`src/inc/serial_config_consts.vh`:
```
`ifndef SERIAL_CONFIG_CONSTS_VH
`define SERIAL_CONFIG_CONSTS_VH
// register byte addresses
`define ADDR_SERIAL_PORT_CONFIG 15'h0000
`define ADDR_POWER_MODE_CONTROL 15'h0002
`define ADDR_PART_CLASS 15'h0003
`define ADDR_PART_NUMBER_LO 15'h0004
`define ADDR_PART_NUMBER_HI 15'h0005
`define ADDR_MAKER_CODE_LO 15'h000C
`define ADDR_MAKER_CODE_HI 15'h000D
`define ADDR_STREAMING_ADDRESS_CONTROL 15'h0010
// field positions
`define BIT_SOFT_RESET 7
`define BIT_ASCEND 5
`define BIT_SEPARATE_OUTPUT 4
`define BIT_ADDR_HOLD 0
`define MODE_MSB 1
`define MODE_LSB 0
`define CLASS_MSB 3
// reset and fixed values
`define RST_SERIAL_PORT_CONFIG 8'h30
`define RST_ASCEND 1'h1
// idle pin levels after reset: chip select high, clock and data low
`define SYNC_RST_PINS 3'h4
`define RST_POWER_MODE 2'h0
`define RST_ADDR_HOLD 1'h0
`define MODE_POWER_DOWN 2'h3
// soft reset quiet time
`define SOFT_RESET_NS 750
`define CLK_PERIOD_NS 40
// spi frame
`define SPI_HDR_BITS 16
`define SPI_ADDR_BITS 15
`endif

```
`src/verilog/spi_pin_sync.v`:
```
`timescale 1ns/100ps
// three-stage synchroniser; output changes when stages two and three agree
module spi_pin_sync #(
  parameter WIDTH = 3,
  parameter [WIDTH-1:0] RST_VAL = {WIDTH{1'b0}}
) (
  input wire clk,
  input wire rst,
  input wire [WIDTH-1:0] pin_in,
  output reg [WIDTH-1:0] pin_out
);
  reg [WIDTH-1:0] s1_q;
  reg [WIDTH-1:0] s2_q;
  reg [WIDTH-1:0] s3_q;
  genvar i;
  always @(posedge clk) begin
    s1_q <= pin_in;
    s2_q <= s1_q;
    s3_q <= s2_q;
  end
  generate
    for (i = 0; i < WIDTH; i = i + 1) begin : g_bit
      always @(posedge clk) begin
        if (rst) begin
          pin_out[i] <= RST_VAL[i];
        end else if (s2_q[i] == s3_q[i]) begin
          pin_out[i] <= s3_q[i];
        end
      end
    end
  endgenerate
endmodule // spi_pin_sync

```
`src/verilog/serial_config_id_registers.v`:
```
`timescale 1ns/100ps
`include "serial_config_consts.vh"
module serial_config_id_registers #(
  // identity values are arbitrary
  parameter [3:0] PART_CLASS_CODE = 4'hA,
  parameter [15:0] PART_IDENTITY_CODE = 16'h5A5A,
  parameter [15:0] MAKER_IDENTITY_CODE = 16'h1234
) (
  // clock and reset
  input wire CLK_SYS,
  input wire RST,
  // serial control port
  input wire SCS_N,
  input wire SCLK,
  input wire SDI,
  output reg SDO,
  output reg SDO_OE,
  // device state
  output reg POWER_DOWN,
  output reg DEVICE_RESET,
  output reg [1:0] POWER_MODE
);
  localparam integer QUIET_CYCLES = (`SOFT_RESET_NS + `CLK_PERIOD_NS - 1) / `CLK_PERIOD_NS;
  localparam ST_IDLE = 2'h0;
  localparam ST_HDR = 2'h1;
  localparam ST_DATA = 2'h2;

  wire [2:0] pins_s;
  wire cs_n_s;
  wire sclk_s;
  wire sdi_s;
  reg sclk_prev_q;
  reg [1:0] state_q;
  reg [4:0] bit_cnt_q;
  reg [15:0] hdr_q;
  reg [7:0] shift_q;
  reg [14:0] addr_q;
  reg rd_q;
  reg soft_rst_q;
  reg [4:0] quiet_cnt_q;
  reg ascend_q;
  reg rsv6_q;
  reg [3:0] rsv_lo_q;
  reg [5:0] mode_rsv_q;
  reg [1:0] mode_q;
  reg [3:0] class_rsv_q;
  reg [6:0] hold_rsv_q;
  reg addr_hold_q;
  reg [7:0] rd_data;
  wire sclk_rise;
  wire sclk_fall;
  wire [7:0] wr_byte;
  wire [14:0] next_addr;
  wire [14:0] hdr_addr;
  wire in_reset;

  // reset to idle levels so no false clock edge follows reset
  spi_pin_sync #(.WIDTH(3), .RST_VAL(`SYNC_RST_PINS)) u_sync (
    .clk(CLK_SYS),
    .rst(RST),
    .pin_in({SCS_N, SCLK, SDI}),
    .pin_out(pins_s)
  );
  assign cs_n_s = pins_s[2];
  assign sclk_s = pins_s[1];
  assign sdi_s = pins_s[0];
  assign sclk_rise = sclk_s & ~sclk_prev_q;
  assign sclk_fall = ~sclk_s & sclk_prev_q;
  assign wr_byte = {shift_q[6:0], sdi_s};
  assign hdr_addr = {hdr_q[13:0], sdi_s};
  // serial port and control registers held during soft reset
  assign in_reset = RST | soft_rst_q;

  assign next_addr = addr_hold_q ? addr_q : (ascend_q ? addr_q + 15'h0001 : addr_q - 15'h0001);

  always @* begin
    case (addr_q)
      `ADDR_SERIAL_PORT_CONFIG: rd_data = {1'b0, rsv6_q, ascend_q, 1'b1, rsv_lo_q};
      `ADDR_POWER_MODE_CONTROL: rd_data = {mode_rsv_q, mode_q};
      `ADDR_PART_CLASS: rd_data = {class_rsv_q, PART_CLASS_CODE};
      `ADDR_PART_NUMBER_LO: rd_data = PART_IDENTITY_CODE[7:0];
      `ADDR_PART_NUMBER_HI: rd_data = PART_IDENTITY_CODE[15:8];
      `ADDR_MAKER_CODE_LO: rd_data = MAKER_IDENTITY_CODE[7:0];
      `ADDR_MAKER_CODE_HI: rd_data = MAKER_IDENTITY_CODE[15:8];
      `ADDR_STREAMING_ADDRESS_CONTROL: rd_data = {hold_rsv_q, addr_hold_q};
      default: rd_data = 8'h00;
    endcase
  end

  // soft reset pulse stretched over the quiet time
  always @(posedge CLK_SYS) begin
    if (RST) begin
      soft_rst_q <= 1'b0;
      quiet_cnt_q <= 5'h00;
    end else if (soft_rst_q) begin
      if (quiet_cnt_q == 5'h00) begin
        soft_rst_q <= 1'b0;
      end else begin
        quiet_cnt_q <= quiet_cnt_q - 5'h01;
      end
    end else if (state_q == ST_DATA && !rd_q && sclk_rise && bit_cnt_q == 5'h07 &&
                 addr_q == `ADDR_SERIAL_PORT_CONFIG && shift_q[6]) begin
      soft_rst_q <= 1'b1;
      quiet_cnt_q <= QUIET_CYCLES[4:0] - 5'h01;
    end
  end

  always @(posedge CLK_SYS) begin
    if (in_reset) begin
      sclk_prev_q <= 1'b0;
      state_q <= ST_IDLE;
      bit_cnt_q <= 5'h00;
      hdr_q <= 16'h0000;
      shift_q <= 8'h00;
      addr_q <= 15'h0000;
      rd_q <= 1'b0;
      ascend_q <= `RST_ASCEND;
      rsv6_q <= 1'b0;
      rsv_lo_q <= 4'h0;
      mode_rsv_q <= 6'h00;
      mode_q <= `RST_POWER_MODE;
      class_rsv_q <= 4'h0;
      hold_rsv_q <= 7'h00;
      addr_hold_q <= `RST_ADDR_HOLD;
      SDO <= 1'b0;
      SDO_OE <= 1'b0;
    end else begin
      sclk_prev_q <= sclk_s;
      if (cs_n_s) begin
        state_q <= ST_IDLE;
        SDO_OE <= 1'b0;
      end else begin
        case (state_q)
          ST_IDLE: begin
            state_q <= ST_HDR;
            bit_cnt_q <= 5'h00;
          end
          ST_HDR: begin
            if (sclk_rise) begin
              hdr_q <= {hdr_q[14:0], sdi_s};
              bit_cnt_q <= bit_cnt_q + 5'h01;
              if (bit_cnt_q == 5'h0F) begin
                rd_q <= hdr_q[14];
                addr_q <= hdr_addr;
                bit_cnt_q <= 5'h00;
                state_q <= ST_DATA;
              end
            end
          end
          ST_DATA: begin
            // read data only on the separate output
            if (rd_q && sclk_fall) begin
              SDO_OE <= 1'b1;
              SDO <= rd_data[3'h7 - bit_cnt_q[2:0]];
            end
            if (sclk_rise) begin
              shift_q <= wr_byte;
              bit_cnt_q <= bit_cnt_q + 5'h01;
              if (bit_cnt_q == 5'h07) begin
                bit_cnt_q <= 5'h00;
                addr_q <= next_addr;
                if (!rd_q) begin
                  case (addr_q)
                    `ADDR_SERIAL_PORT_CONFIG: begin
                      rsv6_q <= wr_byte[6];
                      ascend_q <= wr_byte[`BIT_ASCEND];
                      rsv_lo_q <= wr_byte[3:0];
                    end
                    `ADDR_POWER_MODE_CONTROL: begin
                      mode_rsv_q <= wr_byte[7:2];
                      mode_q <= wr_byte[`MODE_MSB:`MODE_LSB];
                    end
                    `ADDR_PART_CLASS: class_rsv_q <= wr_byte[7:4];
                    `ADDR_STREAMING_ADDRESS_CONTROL: begin
                      hold_rsv_q <= wr_byte[7:1];
                      addr_hold_q <= wr_byte[`BIT_ADDR_HOLD];
                    end
                    default: ;
                  endcase
                end
              end
            end
          end
          default: state_q <= ST_IDLE;
        endcase
      end
    end
  end

  always @(posedge CLK_SYS) begin
    if (RST) begin
      POWER_DOWN <= 1'b0;
      DEVICE_RESET <= 1'b1;
      POWER_MODE <= `RST_POWER_MODE;
    end else begin
      DEVICE_RESET <= soft_rst_q;
      POWER_MODE <= soft_rst_q ? `RST_POWER_MODE : mode_q;
      POWER_DOWN <= !soft_rst_q && mode_q == `MODE_POWER_DOWN;
    end
  end
endmodule // serial_config_id_registers

```
`config.mk`:
```
export PLATFORM = sky130hd
export DESIGN_NAME = serial_config_id_registers
export DESIGN_NICKNAME = d
export VERILOG_FILES = /design/src/verilog/spi_pin_sync.v /design/src/verilog/serial_config_id_registers.v
export VERILOG_INCLUDE_DIRS = /design/src /design/src/inc
export SDC_FILE = /design/constraint.sdc
export NUM_CORES = 1
export LEC_CHECK = 0
export BUFFER_PORTS_ARGS = -buffer_cell sky130_fd_sc_hd__buf_2
export CAP_MARGIN = 20
export CORE_ASPECT_RATIO = 1.75
export CORE_MARGIN = 1.5
export CORE_UTILIZATION = 40
export DETAILED_ROUTE_END_ITERATION = 6
export RECOVER_POWER = 100
export SLEW_MARGIN = 20
export SYNTH_ARGS = -nofsm -noshare
export SYNTH_HDL_FRONTEND = slang
export SYNTH_SLANG_ARGS = --single-unit
```
`constraint.sdc`:
```
create_clock -name CLK_SYS -period 3.55 [get_ports CLK_SYS]
set_clock_uncertainty 0.15 [all_clocks]
set_input_delay 0.5325 -clock CLK_SYS [delete_from_list [all_inputs] [get_ports CLK_SYS]]
set_output_delay 0.5325 -clock CLK_SYS [all_outputs]
set_load 0.02 [all_outputs]
```
==> reports/metrics.cfg <==
[hold_path]
hold_path_depth=1
hold_end=u_sync.s1_q[2]$_DFF_P_
worstHoldStart=SCS_N
hp-class=input port to flop

[grt]
grt_antenna_before_repair=0
grt-ovfl-total=0
grt_pass1_wl_um=20500
grt_util_all_layers=0.204
grt_pass1_vias=4093
grt_max_degree=64

[layout]
fin_util=0.444
final_nets=618
drive_gt1_frac=0.0639
area_growth_pct=8.69
n_antenna_cell=0
fin_area_um2=5300

[synthesis]
yosysMostFrequentCell=dfxtp_1
ys.flop_type=dfxtp_1
synth_area_um2=4880
synth_commonest_cells=dfxtp_1 (96), nand2_1 (80), a21oi_1 (67)
synth.largest_area_cell=dfxtp_1
synthCells=586
ys_types=72
synth_edf_count=0
ys_warn_count=0
ys_seq_area_frac=0.394
async_reset_ff_frac=0
ys_seq_elements=96
synth_top_cells_by_area=dfxtp_1 (39%), a21oi_1 (6.9%), nand2_1 (6.2%)
avgSynthCellArea_um2=8.33
syn-num-nets=614
synth_top_area_share=0.394

[power_and_ir_drop]
p_int_uw=1580
p_clk_frac=0.449
p_sw_uw=485
ir_drop_mv=0.283
seq_power_share=0.528
power_frac_comb=0.023
p_sw_frac=0.234
power_density_nw_per_um2=390
p_leak_uw=0.00210

[placed_design]
dpl.hpwl_um=9160
place.gp.congestion=0.895
dp_slack_ps=578
io_buffer_count=10
dpl-instance-area_um2=5080

[cts]
cts.clk_slew.worst_paths_ps=70
ctsHoldBuffers=0
cts-root-buf=clkbuf_16
cts_tree=built
cts-buffers-inserted=9
post-cts-setup-buffer-count=0
ctsHtreeMaxLevel=3
clock-sinks=96
cts_max_path_buffers=2
post_cts_resized=0
clk_latency_ps=350

[routing]
drt_iter0_markers=217
wl_um=12500
post_drt_wl_per_cell_um=17.1
via_count=4165
avgViaCountPerCell=5.69
drt_first_pass_iters=5
drtAntennaViolNets=0
drc=0

[worst_setup_path]
reg2reg_to=addr_q[12]$_SDFFE_PP0P_
critPathKind=flop to flop
worstRegToRegCells=8
cp.arrival_ps=3160
cp_max_fo=14
reg2reg_setup_slack_ps=520
worstPathRequired_ps=3680
start_kind=flop
r2r_start=ascend_q$_SDFFE_PP1P_
end_kind=flop

[timing]
hold_violations=0
tightest_slew_ps=1350
slew_viol_final=0
setup_ws_ps=522
setup_viol=0
fin_crit_sh=0.853
hold_ws_ps=136
setup_tns_ps=0
fmax_mhz=330
relSlewSlack=0.0980
rsz0062_at_grt=no
fin_crit_ps=3030

[die]
coreArea_um2=11900
die_area_um2=12900
die_h_um=149
pin_count=11
die_w_um=86.5
rows=53
start_util=0.409

[run]
maxCapViolCount=0

[outcome]
outcome=finished clean

## final cells by class
class | instances | area, um2
sequential | 96 | 1920
inverter | 21 | 78.8
clock inverter | 6 | 50.0
fill | 1182 | 6630
tap | 137 | 171
clock buffer | 10 | 229
timing repair buffer | 21 | 104
multi-input combinational | 441 | 2750
## stage by stage
step,std cells,total power [uW]
2_1_floorplan,586,1150
3_3_place_gp,716,1170
3_5_place_dp,716,1170
4_1_cts,732,2100
5_1_grt,732,2150
6_report,732,2070
## power groups by stage
stage                     Sequential, uW  Combinational [uW]  Clock, uW
after global routing                1090                52.8        998
after detailed placement            1120                50.3          0
after CTS                           1090                50.3        953
after floorplan                     1120                34.0          0
after global placement              1120                49.2          0
final                               1090                47.7        928
## state kept, by name (all words and copies together), names as in the netlist, 4 cells and up
signal and cells:
shift_q 7, hdr_q 15, mode_rsv_q 6, quiet_cnt_q 5, addr_q 15, class_rsv_q 4, hold_rsv_q 7, bit_cnt_q 5
rsv_lo_q 4
## cell usage in the layout (no fill, tap or decap), types with 3 or more instances in the layout
master,synthesis,final
nand4_1,2,3
a2111oi_0,3,3
inv_1,19,19
clkbuf_16,0,9
and3_1,5,5
clkbuf_1,25,12
buf_4,0,5
and2_1,6,4
nand2_1,80,80
a21o_1,3,3
ha_1,22,22
a211oi_1,6,7
buf_2,2,4
nor4_1,6,6
nor3_1,13,13
o2111ai_1,4,4
nand3_1,22,23
mux2i_1,23,23
nand2b_1,5,5
o221ai_1,3,3
a31oi_1,7,7
nor2_1,51,51
a32oi_1,3,3
nor2b_1,7,7
and2_0,0,3
o21bai_1,3,3
a21oi_1,67,67
or3_1,7,7
o21ai_0,27,27
and4_1,3,3
o21a_1,4,4
dfxtp_1,96,96
xnor2_1,7,7
## worst max-delay path by stage
stage / startpoint / slack (ps) / to / depth (start not counted)
2_1_floorplan: ascend_q$_SDFFE_PP1P_ / 900 / addr_q[12]$_SDFFE_PP0P_ / 8
3_3_place_gp: ascend_q$_SDFFE_PP1P_ / 640 / addr_q[12]$_SDFFE_PP0P_ / 8
3_5_place_dp: ascend_q$_SDFFE_PP1P_ / 580 / addr_q[12]$_SDFFE_PP0P_ / 8
4_1_cts: ascend_q$_SDFFE_PP1P_ / 550 / addr_q[12]$_SDFFE_PP0P_ / 8
5_1_grt: bit_cnt_q[0]$_SDFFE_PP0P_ / 270 / addr_q[8]$_SDFFE_PP0P_ / 10
6_report: ascend_q$_SDFFE_PP1P_ / 520 / addr_q[12]$_SDFFE_PP0P_ / 8
## kinds of logic (layout without fill, tap and decap cells)
logic type               count (synthesis)  after routing  synth area share
adder cells (fa/ha/maj)                 23             23            0.0605
multiplexers                            25             25            0.0518
AND/OR/NAND/NOR                        236            236             0.254
XOR/XNOR                                 7              7            0.0126
buffers and inverters                   49             58            0.0382
AO/OA/AOI/OAI                          150            150             0.189
flip-flops                              96             96             0.394
## layer usage
layer / up-vias / routed length [um] / global-route usage
met5: - / 0 / 0
met4: 0 / 631 / 0.122
met3: 39 / 274 / 0.0315
met2: 75 / 6560 / 0.375
met1: 1946 / 5030 / 0.213
li1: 2105 / - / -
## critical path, cell delays in order, from the launching register on
cell      delay [ps]
dfxtp_1          440
inv_1            300
ha_1             420
nor2b_1          170
o31a_1           320
o2111a_1         300
o21ai_0          230
or4b_1           460
a31oi_1          160
(Power assumes the default switching activity.)
